===== src/branch_ctr_pkg.sv =====
// Purpose: Shared constants and types for the branch-to-count-register unit
// Assumes: 32-bit APB register access, big-endian bit numbering of the instruction word
// Notes:   Bit k of the instruction word sits at vector index 31-k

`default_nettype none

package branch_count_pkg;

   // Register byte offsets
   localparam logic [7:0] OFS_INSN     = 8'h00;
   localparam logic [7:0] OFS_CIA      = 8'h04;
   localparam logic [7:0] OFS_COUNT    = 8'h08;
   localparam logic [7:0] OFS_LINK     = 8'h0C;
   localparam logic [7:0] OFS_COND     = 8'h10;
   localparam logic [7:0] OFS_FXEXC    = 8'h14;
   localparam logic [7:0] OFS_CTRL     = 8'h18;
   localparam logic [7:0] OFS_GO       = 8'h1C;
   localparam logic [7:0] OFS_STATUS   = 8'h20;
   localparam logic [7:0] OFS_NEXT_PC  = 8'h24;

   // Control register field positions
   localparam int CTRL_NEW_ENC = 0;
   localparam int CTRL_LEGACY  = 1;

   // Instruction field positions (vector indices)
   localparam int OPTION_HI  = 25;
   localparam int OPTION_LO  = 21;
   localparam int SEL_HI     = 20;
   localparam int SEL_LO     = 16;
   localparam int HINT_HI    = 12;
   localparam int HINT_LO    = 11;
   localparam int PRIMARY_HI = 31;
   localparam int PRIMARY_LO = 26;
   localparam int EXT_HI     = 10;
   localparam int EXT_LO     = 1;
   localparam int LINK_POS   = 0;

   // Opcode values of this instruction
   localparam logic [5:0] PRIMARY_OP = 6'h13;
   localparam logic [9:0] EXT_OP     = 10'h210;

   // Reset values and arithmetic constants
   localparam logic [31:0] WORD_ZERO  = 32'h0000_0000;
   localparam logic [31:0] INSN_BYTES = 32'h0000_0004;
   localparam logic [31:0] ONE        = 32'h0000_0001;
   localparam logic [1:0]  ALIGN_ZERO = 2'h0;
   localparam logic [4:0]  CR_TOP     = 5'h1F;

   // Prediction hint, in encoding order 00..11
   typedef enum logic [1:0] {PRED_NONE, PRED_RESERVED, PRED_NOT_TAKEN, PRED_TAKEN} pred_hint_t;

   // Branch hint field, in encoding order 00..11
   typedef enum logic [1:0] {TGT_SAME, TGT_RESERVED_1, TGT_RESERVED_2, TGT_UNPREDICTABLE} target_hint_t;

   // Outcome of the last executed branch
   typedef struct packed {
      logic         done;
      target_hint_t target_hint;
      pred_hint_t   pred_hint;
      logic         y_hint;
      logic         wrong_opcode;
      logic         invalid_form;
      logic         taken;
   } branch_status_t;

   // Decoded instruction fields
   typedef struct packed {
      logic [4:0] branch_option_field;
      logic [4:0] condition_bit_selector;
      logic [1:0] branch_hint_field;
      logic       link_bit;
   } branch_fields_t;

endpackage

`default_nettype wire


===== src/branch_cond_to_count_reg.sv =====
// Purpose: Executes the conditional branch-to-count-register instruction, one per GO write
// Assumes: Software loads instruction, address, count, link and condition words over APB first
// Notes:   Zero wait states; read data is captured in the setup cycle
// Behaviour
// RL1: Target is count bits 0-29 plus 00
// RL2: Link bit set writes next address
// RL3: Exception register and field zero untouched
// RL4: Old decrement codes test count and condition
// RL5: Old 001zy/011zy test condition only
// RL6: Old 1z00y/1z01y test decremented count only
// RL7: Code 1z1zz branches always, no decrement
// RL8: Nonzero z bit marks invalid form
// RL9: Old y bit is only a hint
// RL10: Legacy variant accepts any z, y
// RL11: New decrement codes test count and condition
// RL12: New 001at/011at test condition, hint low
// RL13: New 1a00t/1a01t test decremented count only
// RL14: Two hint bits decode none/reserved/unlikely/likely
// RL15: Branch hint field decoded, two reserved
// RL16: Selector picks the tested condition bit
// RL17: Hints never change outcome or target
// RL18: Not taken goes to next sequential address

`default_nettype none

module branch_cond_to_count_reg
   import branch_count_pkg::*;
(
   // Clock and reset
   input  wire  logic        clk,
   input  wire  logic        resetn,
   // APB slave
   input  wire  logic        psel,
   input  wire  logic        penable,
   input  wire  logic        pwrite,
   input  wire  logic [7:0]  paddr,
   input  wire  logic [31:0] pwdata,
   output logic [31:0]       prdata,
   output logic              pready,
   output logic              pslverr
);
   import branch_count_pkg::*;

   // Architectural state held for software
   logic [31:0]    insn_reg;
   logic [31:0]    cia_reg;
   logic [31:0]    count_register_reg;
   logic [31:0]    link_reg;
   logic [31:0]    cond_reg;
   logic [31:0]    fxexc_reg;
   logic [1:0]     ctrl_reg;
   branch_status_t status_reg;
   logic [31:0]    next_pc_reg;
   logic [31:0]    prdata_reg;

   // Bus decode
   logic        setup_w;
   logic        access_w;
   logic        wr_w;
   logic        hit_w;
   logic [31:0] rd_mux_w;
   logic        exec_w;

   assign setup_w  = psel && !penable;
   assign access_w = psel && penable;
   assign wr_w     = access_w && pwrite;
   assign hit_w    = (paddr == OFS_INSN) || (paddr == OFS_CIA) || (paddr == OFS_COUNT) ||
                     (paddr == OFS_LINK) || (paddr == OFS_COND) || (paddr == OFS_FXEXC) ||
                     (paddr == OFS_CTRL) || (paddr == OFS_GO) || (paddr == OFS_STATUS) ||
                     (paddr == OFS_NEXT_PC);
   assign exec_w   = wr_w && (paddr == OFS_GO);

   // Never stalls; unmapped offsets answer with an error and have no effect
   assign pready  = 1'b1;
   assign pslverr = access_w && !hit_w;
   assign prdata  = prdata_reg;

   // Field extraction
   branch_fields_t f_w;
   logic           b0, b1, b2, b3, b4;

   assign f_w = '{branch_option_field:    insn_reg[OPTION_HI:OPTION_LO],
                  condition_bit_selector: insn_reg[SEL_HI:SEL_LO],
                  branch_hint_field:      insn_reg[HINT_HI:HINT_LO],
                  link_bit:               insn_reg[LINK_POS]};
   // Option bit k maps to vector index 4-k
   assign b0 = f_w.branch_option_field[4];
   assign b1 = f_w.branch_option_field[3];
   assign b2 = f_w.branch_option_field[2];
   assign b3 = f_w.branch_option_field[1];
   assign b4 = f_w.branch_option_field[0];

   // Condition and count tests
   logic        cond_bit_w;
   logic [31:0] count_dec_w;
   logic        cond_ok_w;
   logic        count_ok_w;
   logic        taken_w;
   logic        decrement_w;

   // Condition register bit 0 is the most significant bit
   assign cond_bit_w  = cond_reg[CR_TOP - f_w.condition_bit_selector]; // see RL16
   assign count_dec_w = count_register_reg - ONE;
   // b2 clear means decrement first, in both encodings
   assign decrement_w = !b2; // see RL4 // see RL6 // see RL11 // see RL13
   // b0 set ignores the condition; otherwise b1 gives the sense required
   assign cond_ok_w   = b0 || (cond_bit_w == b1); // see RL4 // see RL5 // see RL11 // see RL12
   // b3 picks zero or nonzero of the decremented value
   assign count_ok_w  = b2 || ((count_dec_w == WORD_ZERO) == b3); // see RL4 // see RL6 // see RL11 // see RL13
   // Hint bits y, a, t never enter this term, so they cannot alter the outcome
   assign taken_w     = cond_ok_w && count_ok_w; // see RL7 // see RL17 // see RL9

   // Form checks
   logic z_bad_old_w;
   logic z_bad_new_w;
   logic invalid_w;
   logic wrong_op_w;
   logic apply_w;

   // Old encoding: z in 001zy, 1z00y and 1z1zz
   assign z_bad_old_w = (!b0 && b2 && b3) || (b0 && !b2 && b1) || (b0 && b2 && (b1 || b3 || b4));
   // New encoding: z in 0000z group and 1z1zz
   assign z_bad_new_w = (!b0 && !b2 && b4) || (b0 && b2 && (b1 || b3 || b4));
   // Legacy variant accepts any value in z and y
   assign invalid_w   = !ctrl_reg[CTRL_LEGACY] &&
                        (ctrl_reg[CTRL_NEW_ENC] ? z_bad_new_w : z_bad_old_w); // see RL8 // see RL10
   assign wrong_op_w  = (insn_reg[PRIMARY_HI:PRIMARY_LO] != PRIMARY_OP) || (insn_reg[EXT_HI:EXT_LO] != EXT_OP);
   // A rejected instruction changes neither the count nor the link register
   assign apply_w     = exec_w && !invalid_w && !wrong_op_w;

   // Hint decode
   logic [1:0]   at_w;
   pred_hint_t   pred_w;
   target_hint_t tgt_hint_w;

   // a/t sit at b3,b4 in 001at/011at and at b1,b4 in 1a00t/1a01t
   assign at_w   = !ctrl_reg[CTRL_NEW_ENC] ? ALIGN_ZERO :
                   (!b0 && b2) ? {b3, b4} :
                   (b0 && !b2) ? {b1, b4} : ALIGN_ZERO; // see RL12 // see RL13
   assign pred_w = pred_hint_t'(at_w); // see RL14
   assign tgt_hint_w = target_hint_t'(f_w.branch_hint_field); // see RL15

   // Targets
   logic [31:0] seq_pc_w;
   logic [31:0] target_w;
   branch_status_t status_next;
   logic [31:0] next_pc_next;

   assign seq_pc_w     = cia_reg + INSN_BYTES;
   // Target uses the count value before any decrement
   assign target_w     = {count_register_reg[31:2], ALIGN_ZERO}; // see RL1
   assign next_pc_next = (apply_w && taken_w) ? target_w : seq_pc_w; // see RL18
   assign status_next  = '{done: 1'b1, target_hint: tgt_hint_w, pred_hint: pred_w,
                           y_hint: !ctrl_reg[CTRL_NEW_ENC] && b4,
                           wrong_opcode: wrong_op_w, invalid_form: invalid_w,
                           taken: apply_w && taken_w};

   // Read data captured in the setup cycle so the output comes from a flop
   always_ff @(posedge clk or negedge resetn) begin
      if (!resetn) begin
         prdata_reg <= WORD_ZERO;
      end else if (setup_w) begin
         prdata_reg <= rd_mux_w;
      end
   end

   // Read mux; GO and unmapped offsets read zero
   assign rd_mux_w = (paddr == OFS_INSN)    ? insn_reg :
                     (paddr == OFS_CIA)     ? cia_reg :
                     (paddr == OFS_COUNT)   ? count_register_reg :
                     (paddr == OFS_LINK)    ? link_reg :
                     (paddr == OFS_COND)    ? cond_reg :
                     (paddr == OFS_FXEXC)   ? fxexc_reg :
                     (paddr == OFS_CTRL)    ? {30'h0000_0000, ctrl_reg} :
                     (paddr == OFS_STATUS)  ? {23'h00_0000, status_reg} :
                     (paddr == OFS_NEXT_PC) ? next_pc_reg : WORD_ZERO;

   // Plain software registers; the branch never writes them
   always_ff @(posedge clk or negedge resetn) begin
      if (!resetn) begin
         insn_reg  <= WORD_ZERO;
         cia_reg   <= WORD_ZERO;
         cond_reg  <= WORD_ZERO;
         fxexc_reg <= WORD_ZERO;
         ctrl_reg  <= ALIGN_ZERO;
      end else if (wr_w) begin
         if (paddr == OFS_INSN)  insn_reg  <= pwdata;
         if (paddr == OFS_CIA)   cia_reg   <= pwdata;
         if (paddr == OFS_COND)  cond_reg  <= pwdata; // see RL3
         if (paddr == OFS_FXEXC) fxexc_reg <= pwdata; // see RL3
         if (paddr == OFS_CTRL)  ctrl_reg  <= pwdata[1:0];
      end
   end

   // Count register: software write or decrement on execution
   always_ff @(posedge clk or negedge resetn) begin
      if (!resetn) begin
         count_register_reg <= WORD_ZERO;
      end else if (wr_w && paddr == OFS_COUNT) begin
         count_register_reg <= pwdata;
      end else if (apply_w && decrement_w) begin
         count_register_reg <= count_dec_w; // see RL4 // see RL6 // see RL11 // see RL13
      end
   end

   // Link register: updated even when not taken
   always_ff @(posedge clk or negedge resetn) begin
      if (!resetn) begin
         link_reg <= WORD_ZERO;
      end else if (wr_w && paddr == OFS_LINK) begin
         link_reg <= pwdata;
      end else if (apply_w && f_w.link_bit) begin
         link_reg <= seq_pc_w; // see RL2 // see RL18
      end
   end

   // Outcome of each execution
   always_ff @(posedge clk or negedge resetn) begin
      if (!resetn) begin
         status_reg  <= '0;
         next_pc_reg <= WORD_ZERO;
      end else if (exec_w) begin
         status_reg  <= status_next;
         next_pc_reg <= next_pc_next; // see RL1 // see RL18
      end
   end
endmodule

`default_nettype wire


===== config.mk =====
export PLATFORM = sky130hd
export DESIGN_NAME = branch_cond_to_count_reg
export DESIGN_NICKNAME = d
export VERILOG_FILES = /design/src/branch_ctr_pkg.sv /design/src/branch_cond_to_count_reg.sv
export SDC_FILE = /design/constraint.sdc
export NUM_CORES = 1
export LEC_CHECK = 0
export BUFFER_PORTS_ARGS = -buffer_cell sky130_fd_sc_hd__clkbuf_2
export CORE_MARGIN = 2
export CORE_UTILIZATION = 55
export CTS_CLUSTER_DIAMETER = 200
export DETAILED_ROUTE_END_ITERATION = 10
export PLACE_DENSITY = 0.84
export SYNTH_ARGS = -nofsm -noshare
export SYNTH_HDL_FRONTEND = slang
export SYNTH_SLANG_ARGS = --single-unit

===== constraint.sdc =====
create_clock -name clk -period 3.8 [get_ports clk]
set_input_delay 0 -clock clk [delete_from_list [all_inputs] [get_ports clk]]
set_output_delay 0 -clock clk [all_outputs]
set_load 0.01 [all_outputs]

==> flow_metrics.env <==
export IMPL_track_usage_pct=33.0
export IMPL_numCtsBuffers=28
export IMPL_tightest_slew_ns=1.08
export IMPL_place_area_um2=14900
export IMPL_clk_path_buf_depth=3
export IMPL_die_w_um=163
export IMPL_synth_common_cells="dfrtp_1, nand2_1, mux2_2"
export IMPL_cp_slowest_cell="or4b_1"
export IMPL_hold_class="input pin to register"
export IMPL_synth_top_area_share_pct=48.0
export IMPL_maxSlewHeadroom_pct=28.0
export IMPL_netlist_cell_type_count=66
export IMPL_drive_gt1_share_pct=24.5
export IMPL_setup_violations=0
export IMPL_max_freq_mhz=273
export IMPL_fin_crit_sh_pct=96.4
export IMPL_max_stage_delay_ns=0.55
export IMPL_holdPathStages=5
export IMPL_powerDensity_nw_per_um2=369
export IMPL_initial_core_util_pct=55.7
export IMPL_register_area_um2=6680
export IMPL_period_needed_ns=3.66
export IMPL_crit_family="simple AND/OR/NAND/NOR gates"
export IMPL_worst_setup_path_type="register to register"
export IMPL_synth_fp_nets=1415
export IMPL_ys_warn_count=0
export IMPL_viasPerCell=6.64
export IMPL_synth_async_sr_flop_share_pct=100
export IMPL_multi_input_area_um2=6780
export IMPL_clk_pin_slew_ns=0.06
export IMPL_pwr_share_seq_pct=48.6
export IMPL_power_internal_mw=4.64
export IMPL_slew_viol_final=0
export IMPL_yosysTopAreaCell="dfrtp_1"
export IMPL_wirelength_um=43300
export IMPL_rows=58
export IMPL_grt_max_degree=123
export IMPL_coreArea_um2=25000
export IMPL_p_leak_nw=7.37
export IMPL_ios=79
export IMPL_crit_path_end_kind="register"
export IMPL_swShare_pct=22.6
export IMPL_via_count=12100
export IMPL_drv_cap=0
export IMPL_cp_num_buf_inv=3
export IMPL_n_antenna_cell=0
export IMPL_antenna_left=0
export IMPL_p_clk_share_pct=46.2
export IMPL_cts_tree="yes"
export IMPL_syn_area_per_cell_um2=10.2
export IMPL_nets=1525
export IMPL_clkLatencyLatePin_ns=0.55
export IMPL_holdWs_ns=0.106
export IMPL_crit_arrival_ns=4.09
export IMPL_drcViolationCount=0
export IMPL_p_switching_mw=1.36
export IMPL_fin_skew_ns=0.0130
export IMPL_grt_pass1_wl_um=68100
export IMPL_fillCellCount=1974
export IMPL_fin_area_um2=16200
export IMPL_rr_worst_depth=12
export IMPL_drt_first_pass_iters=7
export IMPL_p_comb_share_pct=5.2
export IMPL_place_hpwl_um=29300
export IMPL_synth_area_um2=13900
export IMPL_area_growth_syn_to_layout_pct=16.6
export IMPL_synth_flop_cell="dfrtp_1"
export IMPL_post_drt_wl_per_cell_um=23.7
export IMPL_cts_max_level=1
export IMPL_dieArea_um2=26600
export IMPL_worstPathCellList="inv_1 -> ha_2 -> or3b_2 -> nor4_1 -> a311oi_1 -> buf_4 -> a2111oi_4 -> nand4_1 -> or4b_1 -> buf_12 -> a311o_1 -> o311ai_0"
export IMPL_drtIter0Drc=1569
export IMPL_clkSinkCount=267
export IMPL_grt_pass1_vias=11900
export IMPL_port_buffers=77
export IMPL_syn_instance_count=1367
export IMPL_antenna_found_initial=0
export IMPL_fp_dieH_um=163
export IMPL_crit_required_ns=4.23
export IMPL_crit_path_start_kind="register"
export IMPL_ys_seq_elements=267
export IMPL_crit_fanout=26
export IMPL_gr_total_overflow=0
export IMPL_cts_root_buf="clkbuf_16"
export IMPL_status="finished clean"
export IMPL_synth_edf_count=0
export IMPL_hold_viol_final=0
export IMPL_ir_drop_v=0.000350
export IMPL_synth_area_leaders="dfrtp_1, mux2_2, nand2_1, nor2_1, o21ai_0"
export IMPL_gp_congestion=0.961
export IMPL_crit_cells=12
export IMPL_yosysMostFrequentCell="dfrtp_1"
export IMPL_synth_seq_area_share_pct=48.0
[worst register-to-register path, stage by stage (launching register included)]
cell	delay, ns
dfrtp_1	0.42
inv_1	0.10
ha_2	0.23
or3b_2	0.48
nor4_1	0.26
a311oi_1	0.08
buf_4	0.16
a2111oi_4	0.43
nand4_1	0.20
or4b_1	0.55
buf_12	0.20
a311o_1	0.36
o311ai_0	0.08
[per-layer routing]
| layer | part of all wire, % | vias to the layer above | wire [µm] | GRT usage (%) |
|---|---|---|---|---|
| li1 | - | 5276 | - | - |
| met1 | 39 | 5972 | 17000 | 44.9 |
| met2 | 47 | 738 | 20400 | 53.1 |
| met3 | 9.7 | 144 | 4190 | 5.64 |
| met4 | 4.0 | 0 | 1750 | 12.3 |
| met5 | 0 | - | 0 | 0 |
[layout make-up]
cell class,instances,share of cell area [%]
Clock buffer,43,5.16
Clock inverter,7,0.539
Inverter,19,0.439
Multi-Input combinational cell,970,41.7
Sequential cell,267,41.1
Tap cell,330,2.54
Timing Repair Buffer,191,8.44
[metrics by stage]
step	setup slack [ns]	setup TNS, ns	power [mW]	util, %	instances
after floorplan	0.139	0	3.07	-	1367
after global placement	0.0260	0	3.24	59.7	1742
after detailed placement	-0.0589	-0.347	3.24	59.7	1742
after CTS	0.0967	0	6.01	64.7	1825
after global routing	-0.0430	-0.0648	6.16	64.9	1827
final	0.137	0	5.99	64.9	1827
[cell families (layout without fill, tap and decap cells)]
group | Yosys count | count (layout) | synth area share, %
compound gates | 340 | 340 | 16.6
simple gates | 401 | 401 | 13.5
other cells | 1 | 1 | 0.0269
xor+xnor | 64 | 64 | 4.02
mux | 161 | 161 | 13.6
buf+inv | 130 | 260 | 3.94
flops | 267 | 267 | 48.0
fa+ha+maj | 3 | 3 | 0.269
[final timing paths]
check	start	to	slack, ns
worst max-delay path	count_register_reg[0]	next_pc_reg[24]	0.14
worst min-delay path	paddr[0]	ctrl_reg[1]	0.11
worst max register to register	count_register_reg[0]	next_pc_reg[24]	0.14
worst min register to register	prdata[5]	prdata[5]	0.47
max in group asynchronous	resetn	count_register_reg[17]	2.67
min in group asynchronous	resetn	prdata[23]	0.14
[cells in the final DEF, fill, tap and decap left out, types with 4 or more instances in the layout]
master           n
dfrtp_1        267
nand2_1        141
mux2_2         131
nor2_1         114
buf_4           78
clkbuf_2        76
o21ai_0         74
a21oi_1         71
xnor2_1         39
a31oi_1         34
dlygate4sd3_1   33
a22oi_1         31
clkbuf_16       29
xor2_1          25
a222oi_1        25
nor4_1          23
nand3_1         22
mux2i_1         20
inv_1           19
o22ai_1         17
o31ai_1         17
nor3_1          16
a311o_1         16
nand4_1         14
mux4_2          10
or3_1            9
and2_1           9
clkbuf_1         8
and3_1           7
or4_1            7
a21o_1           7
a221o_1          7
clkbuf_8         6
nand2b_1         5
o211ai_1         5
o311ai_0         5
nor3_2           4
nor4b_1          4
nor2_2           4
clkinv_2         4
[timing repair]
action / CTS / global route
setup buffers: 0 / 2
gates resized for setup: 2 / 4
hold buffers: 33 / 0
endpoints found under the setup margin: 8 / 29
hold endpoints to repair: 313 / 0
pin swaps: 0 / 2
[power groups by stage]
stage	Sequential (mW)	Combinational [mW]	Clock [mW]
final	2.91	0.310	2.77
after global routing	2.92	0.341	2.90
after CTS	2.91	0.306	2.79
after detailed placement	2.96	0.278	0
after global placement	2.96	0.273	0
after floorplan	2.95	0.118	0
Power figures use the tool's default switching activity.
